[src/mif_pkg.sv]
// Purpose: Shared constants for the timer, EEPROM and low-voltage flag block
// Assumes: APB slave with 8-bit byte addresses and 32-bit data
// Notes:   Source index 0..5 is timer zero P, timer zero A, timer one P,
//          timer one A, low-voltage detector, data EEPROM
package mif_pkg;

    // Bus geometry
    localparam int unsigned ADDR_W  = 8;
    localparam int unsigned DATA_W  = 32;
    localparam int unsigned REG_W   = 8;
    localparam int unsigned NUM_SRC = 6;

    // Register byte offsets
    localparam logic [7:0] OFS_TIMER_FLAGS  = 8'h00;
    localparam logic [7:0] OFS_EE_LV_FLAGS  = 8'h04;
    localparam logic [7:0] OFS_GLOBAL_CTRL  = 8'h08;
    localparam logic [7:0] OFS_IRQ_STATUS   = 8'h0C;
    localparam logic [7:0] OFS_IRQ_MASK     = 8'h10;

    // Timer register: flags in the high nibble, enables in the low one
    localparam int unsigned TMR_FLAG_LSB    = 4;
    localparam int unsigned TMR_EN_LSB      = 0;
    localparam int unsigned TMR_SRC_CNT     = 4;

    // EEPROM / low-voltage register fields
    localparam int unsigned EL_FLAG_LSB     = 4;
    localparam int unsigned EL_EN_LSB       = 0;
    localparam int unsigned EL_SRC_CNT      = 2;

    // Global control register fields
    localparam int unsigned GIE_BIT         = 0;
    localparam int unsigned STACK_FULL_BIT  = 1;

    // Values after reset
    localparam logic [7:0] RST_FLAG_REG     = 8'h00;
    localparam logic [5:0] RST_SRC_VEC      = 6'h00;
    localparam logic       RST_BIT          = 1'b0;
    localparam logic [31:0] RST_RDATA       = 32'h00000000;

endpackage

[src/mif_src_slot.sv]
// Purpose: One interrupt source: request flag, enable bit, gated request
// Assumes: Event input is a one-cycle or level pulse in the core clock domain
// Notes:   Hardware set beats a software write in the same cycle
`timescale 1ns/1ps
module mif_src_slot (
    input  wire logic core_clk,
    input  wire logic rst,
    input  wire logic src_event,
    input  wire logic wr,
    input  wire logic wd_flag,
    input  wire logic wd_enable,
    input  wire logic gate,
    output logic      flag,
    output logic      enable,
    output logic      request
);

    // Request flag; a late event is never lost to a software clear
    always_ff @(posedge core_clk or posedge rst) begin
        if (rst) begin
            flag <= mif_pkg::RST_BIT;
        end else if (src_event) begin
            flag <= 1'b1;
        end else if (wr) begin
            flag <= wd_flag;
        end
    end

    // Individual enable, plain read/write storage
    always_ff @(posedge core_clk or posedge rst) begin
        if (rst) begin
            enable <= mif_pkg::RST_BIT;
        end else if (wr) begin
            enable <= wd_enable;
        end
    end

    // Pending flag reaches the sequencer only when enabled and gated
    assign request = flag & enable & gate;
endmodule

[src/mif_irq_flags.sv]
// Purpose: Flag and enable registers for timer, EEPROM and low-voltage irqs
// Assumes: APB master per the bus spec; event inputs synchronous to core_clk
// Notes:   Zero wait states; unmapped offsets answer with pslverr
//
// Overview of operation
// - Timer one compare A sets bit 7
// - Timer one compare P sets bit 6
// - Timer zero compare A sets bit 5
// - Timer zero compare P sets bit 4
// - Bit 3 enables timer one compare A
// - Bit 2 enables timer one compare P
// - Bit 1 enables timer zero compare A
// - Bit 0 enables timer zero compare P
// - EEPROM event sets second register bit 5
// - Low-voltage event sets second register bit 4
// - Second register bit 1 enables EEPROM
// - Second register bit 0 enables low-voltage
// - Second register bits 7-6, 3-2 read zero
// - Flag requests only when its enable set
// - Global enable clear blocks every request
`timescale 1ns/1ps
module mif_irq_flags (
    input  wire logic        core_clk,
    input  wire logic        rst,
    // APB slave
    input  wire logic        psel,
    input  wire logic        penable,
    input  wire logic        pwrite,
    input  wire logic [7:0]  paddr,
    input  wire logic [31:0] pwdata,
    output logic      [31:0] prdata,
    output logic             pready,
    output logic             pslverr,
    // Source events
    input  wire logic        timer_one_cmp_a_match,
    input  wire logic        timer_one_cmp_p_match,
    input  wire logic        timer_zero_cmp_a_match,
    input  wire logic        timer_zero_cmp_p_match,
    input  wire logic        eeprom_irq_event,
    input  wire logic        low_voltage_detector_event,
    // Interrupt sequencer side
    input  wire logic        stack_full,
    input  wire logic        irq_ack,
    output logic      [5:0]  src_irq_req,
    output logic             irq
);

    logic       access;
    logic       setup;
    logic       wr_acc;
    logic       hit_tmr;
    logic       hit_el;
    logic       hit_ctrl;
    logic       hit_stat;
    logic       hit_mask;
    logic       mapped;
    logic       global_irq_enable;
    logic       gate;
    logic [5:0] src_event;
    logic [5:0] wr_src;
    logic [5:0] wd_flag;
    logic [5:0] wd_enable;
    logic [5:0] flag;
    logic [5:0] enable;
    logic [5:0] irq_status;
    logic [5:0] next_irq_status;
    logic [5:0] irq_mask;
    logic [7:0] tmr_reg;
    logic [7:0] el_reg;
    logic [31:0] rd_mux;

    // APB phase decode
    assign setup  = psel & ~penable;
    assign access = psel & penable;
    assign wr_acc = access & pwrite & mapped;

    // Address decode; only whole aligned words are mapped
    assign hit_tmr  = (paddr == mif_pkg::OFS_TIMER_FLAGS);
    assign hit_el   = (paddr == mif_pkg::OFS_EE_LV_FLAGS);
    assign hit_ctrl = (paddr == mif_pkg::OFS_GLOBAL_CTRL);
    assign hit_stat = (paddr == mif_pkg::OFS_IRQ_STATUS);
    assign hit_mask = (paddr == mif_pkg::OFS_IRQ_MASK);
    assign mapped   = hit_tmr | hit_el | hit_ctrl | hit_stat | hit_mask;

    // Never stalls: every access completes in its first access cycle
    assign pready  = 1'b1;
    assign pslverr = access & ~mapped;

    // Source events in slot order
    assign src_event = {eeprom_irq_event,
                        low_voltage_detector_event,
                        timer_one_cmp_a_match,
                        timer_one_cmp_p_match,
                        timer_zero_cmp_a_match,
                        timer_zero_cmp_p_match};

    // Write fan-out: low four slots live in the timer register
    assign wr_src = {{mif_pkg::EL_SRC_CNT{wr_acc & hit_el}},
                     {mif_pkg::TMR_SRC_CNT{wr_acc & hit_tmr}}};

    // Write data per slot; unimplemented lanes of the second register dropped
    assign wd_flag = {pwdata[mif_pkg::EL_FLAG_LSB+1:mif_pkg::EL_FLAG_LSB],
                      pwdata[mif_pkg::TMR_FLAG_LSB+3:mif_pkg::TMR_FLAG_LSB]};
    assign wd_enable = {pwdata[mif_pkg::EL_EN_LSB+1:mif_pkg::EL_EN_LSB],
                        pwdata[mif_pkg::TMR_EN_LSB+3:mif_pkg::TMR_EN_LSB]};

    // A full stack holds requests back until it has room again
    assign gate = global_irq_enable & ~stack_full;

    // One slot per source
    genvar gi;
    generate
        for (gi = 0; gi < mif_pkg::NUM_SRC; gi++) begin : g_src
            mif_src_slot u_slot (
                .core_clk  (core_clk),
                .rst       (rst),
                .src_event (src_event[gi]),
                .wr        (wr_src[gi]),
                .wd_flag   (wd_flag[gi]),
                .wd_enable (wd_enable[gi]),
                .gate      (gate),
                .flag      (flag[gi]),
                .enable    (enable[gi]),
                .request   (src_irq_req[gi])
            );
        end
    endgenerate

    // Register views
    assign tmr_reg = {flag[3:0], enable[3:0]};
    assign el_reg  = {2'b00, flag[5:4], 2'b00, enable[5:4]};

    // Global enable: servicing clears it, so ack beats a software set
    always_ff @(posedge core_clk or posedge rst) begin
        if (rst) begin
            global_irq_enable <= mif_pkg::RST_BIT;
        end else if (irq_ack) begin
            global_irq_enable <= 1'b0;
        end else if (wr_acc && hit_ctrl) begin
            global_irq_enable <= pwdata[mif_pkg::GIE_BIT];
        end
    end

    // Sticky status of requests taken; write one clears, new request wins
    always_comb begin
        next_irq_status = irq_status;
        if (wr_acc && hit_stat) begin
            next_irq_status = irq_status & ~pwdata[5:0];
        end
        next_irq_status = next_irq_status | src_irq_req;
    end

    always_ff @(posedge core_clk or posedge rst) begin
        if (rst) begin
            irq_status <= mif_pkg::RST_SRC_VEC;
        end else begin
            irq_status <= next_irq_status;
        end
    end

    // Mask, same layout as status
    always_ff @(posedge core_clk or posedge rst) begin
        if (rst) begin
            irq_mask <= mif_pkg::RST_SRC_VEC;
        end else if (wr_acc && hit_mask) begin
            irq_mask <= pwdata[5:0];
        end
    end

    // Level interrupt; drops only once software clears the status bit or its mask bit
    always_ff @(posedge core_clk or posedge rst) begin
        if (rst) begin
            irq <= mif_pkg::RST_BIT;
        end else begin
            irq <= |(next_irq_status & irq_mask);
        end
    end

    // Read mux; unmapped offsets read as zero
    always_comb begin
        rd_mux = mif_pkg::RST_RDATA;
        case (1'b1)
            hit_tmr:  rd_mux[7:0] = tmr_reg;
            hit_el:   rd_mux[7:0] = el_reg;
            hit_ctrl: begin
                rd_mux[mif_pkg::GIE_BIT]        = global_irq_enable;
                rd_mux[mif_pkg::STACK_FULL_BIT] = stack_full;
            end
            hit_stat: rd_mux[5:0] = irq_status;
            hit_mask: rd_mux[5:0] = irq_mask;
            default:  rd_mux = mif_pkg::RST_RDATA;
        endcase
    end

    // Read data captured in setup so it stands from a flop in access.
    // Trade-off: a flag set during the access cycle shows on the next read.
    always_ff @(posedge core_clk or posedge rst) begin
        if (rst) begin
            prdata <= mif_pkg::RST_RDATA;
        end else if (setup && !pwrite) begin
            prdata <= rd_mux;
        end
    end
endmodule

[config.mk]
export PLATFORM = sky130hd
export DESIGN_NAME = mif_irq_flags
export DESIGN_NICKNAME = d
export VERILOG_FILES = /design/src/mif_pkg.sv /design/src/mif_src_slot.sv /design/src/mif_irq_flags.sv
export SDC_FILE = /design/constraint.sdc
export NUM_CORES = 1
export LEC_CHECK = 0
export BUFFER_PORTS_ARGS = -buffer_cell sky130_fd_sc_hd__buf_2
export CAP_MARGIN = 25
export CORE_MARGIN = 3
export CORE_UTILIZATION = 42
export DETAILED_ROUTE_END_ITERATION = 12
export PLACE_DENSITY = 0.77
export SYNTH_ARGS = -nofsm -noshare
export SYNTH_HDL_FRONTEND = slang
export SYNTH_SLANG_ARGS = --single-unit
[constraint.sdc]
create_clock -name core_clk -period 1.34 [get_ports core_clk]
set_input_delay 0.134 -clock core_clk [delete_from_list [all_inputs] [get_ports core_clk]]
set_output_delay 0.134 -clock core_clk [all_outputs]
set_load 0.01 [all_outputs]
## Word-level counts from Yosys, hierarchy flattened

Cells that the tools add are included.

- Register bits: 34
- Bits of input ports: 53
- Output and inout bits: 41
- Logic and storage cells: 92

- Equality and inequality tests: 4
- Multiplexer cells: 26
- Bitwise operators: 31
- Reductions and logical operators: 14

Operators with widths:

| kind | number |
|---|---|
| AND 1 bit | 20 |
| two-way mux 4 bit | 5 |
| == test 8 x 4 -> 1 bit, second input constant | 2 |
| two-way mux 1 bit | 14 |
| nonzero test 2 bit | 7 |
| AND 6 bit | 2 |
| two-way mux 2 bit | 6 |
| == test 8 x 3 -> 1 bit, second input constant | 1 |
| == test 8 x 5 -> 1 bit, second input constant | 1 |
| logical NOT 8 bit | 1 |
| two-way mux 6 bit | 1 |
| inverter 6 bit | 1 |
| bitwise OR 6 bit | 1 |
| OR reduction 6 bit | 1 |
| logical AND 1 bit | 4 |
| bitwise OR 1 bit | 4 |
| inverter 1 bit | 3 |
| logical NOT 1 bit | 1 |

## Longest topological paths before layout

Gate-level depths: netlist (run 1).

- Depth after elaboration: 11
- Mapped depth: 7

## Cells and area by module

A second synthesis (run 1) with hierarchy kept.

- Cell total of the unflattened synthesis: 203
- Area, all modules: 2005.7 um^2

Modules (own cells, without submodules):

| module | times used | cells each | area an instance (um^2) | seq. area each (um^2) |
|---|---|---|---|---|
| mif_irq_flags | 1 | 161 | 1480.2 | 550.5 |
| mif_src_slot | 6 | 7 | 87.6 | 50.0 |

## Worst setup path after synthesis (run 1)

OpenSTA, ideal clock, no wires.

- Path kind: input to register
- Start: in paddr[1]
- End: reg irq_mask[0]
- Data arrival time: 1.687 ns
- Required time: 1.215 ns
- Slack: -0.471 ns
- Stages on the path: 7
- Path buffers: 2
- Cells stage by stage: or4_4 -> nor2_1 -> and3_1 -> clkbuf_2 -> and2_4 -> buf_6 -> mux2_2

- Longest elaborated chain between the ends: 7
- Elaborated cells between the ends (all ways): 11
- Classes of those cells: eq/ne: 4; bitwise: 5; reduce/logical: 2

Ends and longest elaborated chain:

| what | RTL line | source |
|---|---|---|
| from (decl) | mif_irq_flags.sv:29 | `input wire logic [7:0] paddr,` |
| == test 8 x 3 -> 1 bit / logical NOT 8 bit (equally long branches) | mif_irq_flags.sv:79, mif_irq_flags.sv:78 |  |
| bitwise OR 1 bit (4 in series) | mif_irq_flags.sv:83 | `assign mapped = hit_tmr \| hit_el \| hit_ctrl \| hit_stat \| hit_mask;` |
| AND 1 bit | mif_irq_flags.sv:75 | `assign wr_acc = access & pwrite & mapped;` |
| logical AND 1 bit * | mif_irq_flags.sv:165 | `end else if (wr_acc && hit_mask) begin` |
| to (signal assigned) | mif_irq_flags.sv:164 | `irq_mask <= mif_pkg::RST_SRC_VEC;` |
| to (signal assigned) | mif_irq_flags.sv:166 | `irq_mask <= pwdata[5:0];` |
| to (decl) | mif_irq_flags.sv:67 | `logic [5:0] irq_mask;` |

Mark *: on every way between the ends. The rest lies on a longest branch, timed or not.
A chain may end at the register's enable or synchronous reset.

## Worst setup path after layout (run 1)

- Start: in paddr[1]
- End: out pslverr

- Longest elaborated chain between the ends: 7
- Elaborated cells between the ends (all ways): 11
- Classes of those cells: eq/ne: 4; bitwise: 6; reduce/logical: 1

Ends and longest elaborated chain:

| what | RTL line | source |
|---|---|---|
| == test 8 x 3 -> 1 bit / logical NOT 8 bit (equally long branches) | mif_irq_flags.sv:79, mif_irq_flags.sv:78 |  |
| bitwise OR 1 bit (3 in series) | mif_irq_flags.sv:83 |  |
| bitwise OR 1 bit * | mif_irq_flags.sv:83 |  |
| inverter 1 bit * | mif_irq_flags.sv:87 | `assign pslverr = access & ~mapped;` |
| AND 1 bit * | mif_irq_flags.sv:87 |  |
| to (decl) | mif_irq_flags.sv:33 | `output logic pslverr,` |

Marked as above.

==> Implementation_results.wiki, run 1 <==
{| class="wikitable"
! Metric !! Value
|-
| Syn-to-layout area delta || 36.8%
|-
| Buffers from clock root to sink, at most || 2
|-
| Hold slack || 0.0314 ns
|-
| Drt wl/cell || 16.1 um
|-
| Number of buffers created by CTS || 5
|-
| Total die area || 5440 um^2
|-
| GRT Resource Usage Total || about a fifth
|-
| Most common cell on crit path || buf_6
|-
| Final critical-path required period || 1.52 ns
|-
| Worst setup path class || in2out
|-
| DRC marker count from the first detailed-route iteration || 115
|-
| Leading register cell type out of synthesis || dfrtp_1
|-
| Largest fanout on the critical path || 4
|-
| CP required || between 1 and 1.5 ns
|-
| Violations in the final reports || negative setup slack
|-
| Number of synthesized flops with an enable pin || 0
|-
| Maximum clock skew at final layout || 0.00441 ns
|-
| Ys Warns || 0
|-
| Wire length on met2 || 2510 um
|-
| Sequential area share after synthesis || 44.1%
|-
| Kind of end point of the critical path || primary output
|-
| Antenna Nets Post-Route || 0
|-
| Number of global-route vias before repair || 1606
|-
| Result of the run || complete, but fails checks
|-
| Worst vdd ir || 0.000375 V
|-
| First-pass iteration count of the detailed router || 4
|-
| Critical path's top delay family || simple AND/OR/NAND/NOR gates
|-
| Number of H-tree levels || 2
|-
| Async set-reset flop share out of synthesis || 100%
|-
| Sink Count || 34
|-
| Aggregate global routing overflow || 0
|-
| Total count of hold-check failures in the final report || 0
|-
| Global placer's final weighted congestion || 0.875
|-
| CTS tree || done
|-
| Horizontal die dimension || 73.8 um
|-
| Clock transition time at the flip-flop clock pins of the worst setup and hold paths || 0.07 ns
|-
| Minimum setup slack after placement || -0.468 ns
|-
| Portion of synthesized cell area occupied by the leading cell type || 44.1%
|-
| Post-Syn Instances || 180
|-
| Final layout net count || between 300 and 400
|-
| Synth area leaders || dfrtp_1 44%, buf_4 12%, mux2_2 4.7%
|-
| Antenna Diode Count || 0
|-
| Buffers & Inverters on Critical Path || 3
|-
| Detailed-route vias per instance || 5.22
|-
| Path category of the worst min-delay check || in2reg
|-
| Effective utilization at floorplan || roughly 44%
|-
| Placement Rows || 24
|-
| Final routed DRC violation total || 0
|-
| Fmax || between 600 and 700 MHz
|-
| Power density over cell area || 788 nW/um^2
|-
| Critical-path top delay cell || or4_4
|-
| Crit path launch type || primary input
|-
| Total power of the final layout || 2.08 mW
|-
| Final critical-path share of the clock period || 114%
|-
| Post-route setup slack || -0.184 ns
|-
| Library cell occupying the most area in the post-synthesis netlist || dfrtp_1
|-
| Layout cells sized above 1 || 50.0%
|-
| Average footprint of a synthesized cell || between 10 and 15 um^2
|-
| I/O pin count || 94
|-
| Count of buffers inserted at the top-level ports || 44
|-
| Wire length of the first global-routing pass || approximately 8000 um
|-
| Initial antenna violation count || 0
|-
| Max-capacitance violation count || 0
|-
| Clk Latency, worst-skew pair || 0.29 ns
|-
| Die Ht || approximately 74 um
|-
| Count of different cell masters after synthesis || 41
|-
| Largest stage delay, worst path || a little under 0.6 ns
|-
| Met1 Wirelength || 2060 um
|-
| Uppermost metal layer occupied by signal nets || met4
|-
| Routed met3 length || 310 um
|-
| CP arrival || 1.39 ns
|-
| Core area || around 4400 um^2
|-
| Summed instance area of the synthesized netlist || 1930 um^2
|-
| Cell Chain, Critical Path || buf_6, or4_4, nor2_4, and3_4, buf_6, nor3_2, buf_2
|-
| Reg2reg setup slack || -0.05 ns
|-
| Half-perimeter wire length after detailed placement || between 3000 and 4000 um
|-
| Root buffer cell || clkbuf_8
|-
| Pin count of the biggest net entering global routing || 35
|-
| Routed via count || about 1600
|-
| Total detailed-routing wirelength || slightly below 5000 um
|-
| Number of pins with negative max-slew slack in the final report || 0
|-
| Register bit count reported by yosys || 34
|-
| Final Setup Violations || 29
|-
| Pleak || between 1 and 1.5 nW
|-
| RSZ-0062 raised after global routing || yes
|}
final cells by class:
class / count / area [um^2]
Clock buffer: 7 / 86.3
Clock inverter: 1 / 5.00
Fill cell: 367 / 1740
Inverter: 4 / 15.0
Multi-Input combinational cell: 129 / 1030
Sequential cell: 34 / 851
Tap cell: 52 / 65.1
Timing Repair Buffer: 81 / 591
kinds of logic after synthesis:
family | synth area share, %
other cells | 0.389
simple gates | 19.5
buf+inv | 14.3
mux | 9.47
compound gates | 12.3
flops | 44.1
metal layers:
layer | global-route usage [%] | vias up
met5 | 0 | -
met4 | 6.44 | 0
met3 | 4.24 | 8
met2 | 32.9 | 60
met1 | 25.0 | 798
li1 | - | 743
worst reg2reg max path, delay by kind of cell (launching register included):
kind            cells  cell delay, ns
flops               1            0.39
mux                 1            0.47
simple gates        1            0.06
compound gates      1            0.25
buf+inv             1            0.12
registers in the layout, summed over array words and instances (netlist names):
| name | count |
|---|---|
| irq_status | 6 |
| irq_mask | 6 |
| global_irq_enable | 1 |
| g_src.u_slot.flag | 6 |
| prdata | 8 |
| irq | 1 |
| g_src.u_slot.enable | 6 |
cells in the final DEF (no fill, tap or decap), types with 6 or more instances in the layout:
cell type	netlist	layout
clkbuf_8	0	6
buf_6	1	18
buf_4	31	25
mux2_4	4	10
buf_2	0	36
nand4_1	6	6
a21o_1	6	6
conb_1	2	25
dfrtp_1	34	34
a211o_1	6	6
nand2_1	11	11
and3_4	0	7
synth_stat cells (3+ instances only):
cell and instances:
nand3_1 4, and3_1 8, nand4_1 6, mux2_2 8
nand2b_1 4, mux2_4 4, inv_1 4, a22oi_1 3
dfrtp_1 34, nor2_1 9, buf_4 31, a211o_1 6
a21o_1 6, o21ai_0 8, nand2_1 11, a222oi_1 4
timing repair:
action	CTS	global route
pin swaps	22	11
gates resized for setup	35	13
endpoints found under the setup margin	31	33
hold buffers	2	0
buffers inserted	6	0
gates cloned	0	0
hold endpoints to repair	35	0
path summary, 6_finish.rpt:
check,startpoint,end,cells after the start
setup / recovery,paddr[1],pslverr,7
hold / removal,low_voltage_detector_event,g_src[4].u_slot.flag$_DFFE_PP0P_,2
setup reg to reg,global_irq_enable$_DFFE_PP0P_,prdata[0]$_DFFE_PP0P_,4
hold reg to reg,prdata[6]$_DFFE_PP0P_,prdata[6]$_DFFE_PP0P_,2
max in group asynchronous,rst,irq_mask[1]$_DFFE_PP0P_,4
min in group asynchronous,rst,irq_status[2]$_DFF_PP0_,4
power by group:
| part | internal (mW) | total [mW] | switching (mW) |
|---|---|---|---|
| Combinational | 0.103 | 0.250 | 0.147 |
| Sequential | 1.04 | 1.05 | 0.00856 |
| Clock | 0.414 | 0.784 | 0.370 |
through the flow:
| stage | instance area, um^2 | utilization (%) | TNS, ns | instances |
|---|---|---|---|---|
| detailed placement | 2280 | 52.1 | -10.88 | 293 |
| finish | 2640 | 60.2 | -2.71 | 308 |
| global route | 2640 | 60.2 | -3.93 | 308 |
| floorplan | 2040 | - | -7.48 | 203 |
| global placement | 2280 | 52.1 | -10.02 | 293 |
| CTS | 2580 | 58.9 | -2.80 | 308 |
Note: power is estimated with default switching activity, not from simulation.
==> run 2: changes to the inputs <==
Settings changed: SKIP_LAST_GASP set to 1.
==> run 2 against run 1 <==
Net effect:
- core utilization decreased by 0.31 points
- hold slack about the same
- critical endpoint unchanged
- register-to-register slack about the same
- the run still ends with negative setup slack left
- count of clock-buffer cells in the layout unchanged
- non-clock buffer count unchanged
==> Implementation_results.wiki, run 2 (synthesized netlist as in run 1, its figures left out) <==
{| class="wikitable"
! Metric !! Value
|-
| Result of the run || complete, but fails checks
|-
| Violations in the final reports || negative setup slack
|-
| Power density over cell area || 791 nW/um^2
|-
| Total power of the final layout || 2.08 mW
|-
| Final critical-path required period || 1.52 ns
|-
| Maximum clock skew at final layout || 0.00470 ns
|-
| Routed via count || 1620
|-
| Flip-flop count of the largest register after layout || 8
|-
| Switching power summed over all nets || 522 uW
|-
| Detailed-route vias per instance || 5.26
|-
| Syn-to-layout area delta || 36.1%
|-
| Kind of end point of the critical path || primary output
|-
| Total die area || 5440 um^2
|-
| Total detailed-routing wirelength || 4940 um
|-
| Worst vdd ir || ~0.00037 V
|-
| Drt wl/cell || 16.0 um
|-
| Part of the power in the clock network || 37.7%
|-
| Pleak || ~1.3 nW
|-
| Number of cells on the worst reg-to-reg path || 4
|-
| Most frequent standard cell in the layout excluding fill and tap cells || buf_2
|-
| Number of global-route vias before repair || 1602
|-
| Count of buffers inserted at the top-level ports || 44
|-
| Final critical-path share of the clock period || 114%
|-
| Largest fanout on the critical path || 4
|-
| Aggregate global routing overflow || 0
|-
| Switching part of the total power || 25.1%
|-
| Worst setup path startpoint || paddr[1]
|-
| Half-perimeter wire length after detailed placement || 3550 um
|-
| Clock transition time at the flip-flop clock pins of the worst setup and hold paths || 0.07 ns
|-
| Sink Count || 34
|-
| Worst Hold Path Cells || 2
|-
| Layout cells sized above 1 || 49.2%
|-
| Max-capacitance violation count || 0
|-
| Leading cell types in the layout, fill and taps excluded || 36 x buf_2, 34 x dfrtp_1, 26 x buf_4
|-
| CTS tree || done
|-
| Biggest register || prdata
|-
| Clk Latency, worst-skew pair || about 0.29 ns
|-
| Initial antenna violation count || 0
|-
| Die Ht || about 74 um
|-
| Pin count of the biggest net entering global routing || 35
|-
| Critical hold path startpoint || low_voltage_detector_event
|-
| Buffers from clock root to sink, at most || 2
|-
| Internal power component || roughly 1.6 mW
|-
| Number of H-tree levels || 2
|-
| I/O pin count || between 90 and 100
|-
| GRT Resource Usage Total || 19.6%
|-
| Path category of the worst min-delay check || in2reg
|-
| Final layout net count || 308
|-
| Antenna Nets Post-Route || 0
|-
| Final routed DRC violation total || 0
|-
| RSZ-0062 raised after global routing || yes
|-
| Crit path launch type || primary input
|-
| Post-route setup slack || -0.184 ns
|-
| Number of pins with negative max-slew slack in the final report || 0
|-
| Total count of hold-check failures in the final report || 0
|-
| Effective utilization at floorplan || 44.0%
|-
| Antenna Diode Count || 0
|-
| CP arrival || 1.39 ns
|-
| Root buffer cell || clkbuf_8
|-
| Launching point of the worst reg2reg path || global_irq_enable$_DFFE_PP0P_
|-
| Final Setup Violations || 29
|-
| Number of buffers created by CTS || 5
|-
| Power share of the combinational group || 12.0%
|-
| Fmax || 656 MHz
|-
| Horizontal die dimension || 73.8 um
|-
| Placement Rows || 24
|-
| DRC marker count from the first detailed-route iteration || 96
|-
| First-pass iteration count of the detailed router || 4
|-
| Worst setup path class || in2out
|-
| Wire length of the first global-routing pass || 7950 um
|-
| Reg2reg setup slack || -0.05 ns
|-
| CP required || 1.21 ns
|-
| Proportion of power drawn by flip-flops and latches || ~50%
|-
| Minimum setup slack after placement || -0.468 ns
|-
| Global placer's final weighted congestion || 0.875
|-
| Core area || around 4400 um^2
|-
| Core occupancy in the finished layout || between 50% and 60%
|}
## run 2: repair_timing
action	CTS	global route
hold buffers	2	0
pin swaps	22	11
setup endpoints to repair	31	33
setup buffers	6	0
resized for setup	34	10
hold endpoints to repair	35	0
## run 2: stage by stage
stage | hold WS [ns] | TNS (ns) | cell area (um^2) | instances
detailed placement | 0.250 | -10.88 | 2280 | 293
global placement | 0.247 | -10.02 | 2280 | 293
finish | 0.0319 | -2.76 | 2630 | 308
global route | 0.0386 | -4.00 | 2630 | 308
floorplan | 0.200 | -7.48 | 2040 | 203
CTS | 0.0223 | -2.82 | 2570 | 308
## run 2: worst max-delay path, stage by stage
cell    delay [ns]
buf_6         0.09
or4_4         0.59
nor2_4        0.12
and3_4        0.19
buf_6         0.10
nor3_2        0.03
buf_2         0.13
## run 2: worst paths after layout
check | end
max | pslverr
min in group asynchronous | irq$_DFF_PP0_
max in group asynchronous | prdata[2]$_DFFE_PP0P_
min | g_src[4].u_slot.flag$_DFFE_PP0P_
max reg2reg | prdata[0]$_DFFE_PP0P_
min reg2reg | prdata[6]$_DFFE_PP0P_
## run 2: cell type report
type | instances | area [um^2]
fill | 370 | 1760
multi-input combinational | 129 | 1020
sequential | 34 | 851
timing repair buffer | 81 | 587
clock buffer | 7 | 86.3
tap | 52 | 65.1
inverter | 4 | 15.0
clock inverter | 1 | 5.00
## run 2: layer usage
| metal | vias up | wire (um) | global-route usage, % |
|---|---|---|---|
| met3 | 8 | 419 | 4.24 |
| met2 | 76 | 2510 | 32.9 |
| li1 | 744 | - | - |
| met1 | 792 | 1940 | 25.0 |
| met5 | - | 0 | 0 |
| met4 | 0 | 64 | 6.44 |
## run 2: power by group through the flow
stage	Sequential, mW	Combinational [mW]	Clock, mW
CTS	1.05	0.244	0.794
finish	1.05	0.248	0.782
global placement	1.06	0.225	0
floorplan	1.07	0.153	0
global route	1.05	0.276	0.823
detailed placement	1.06	0.228	0
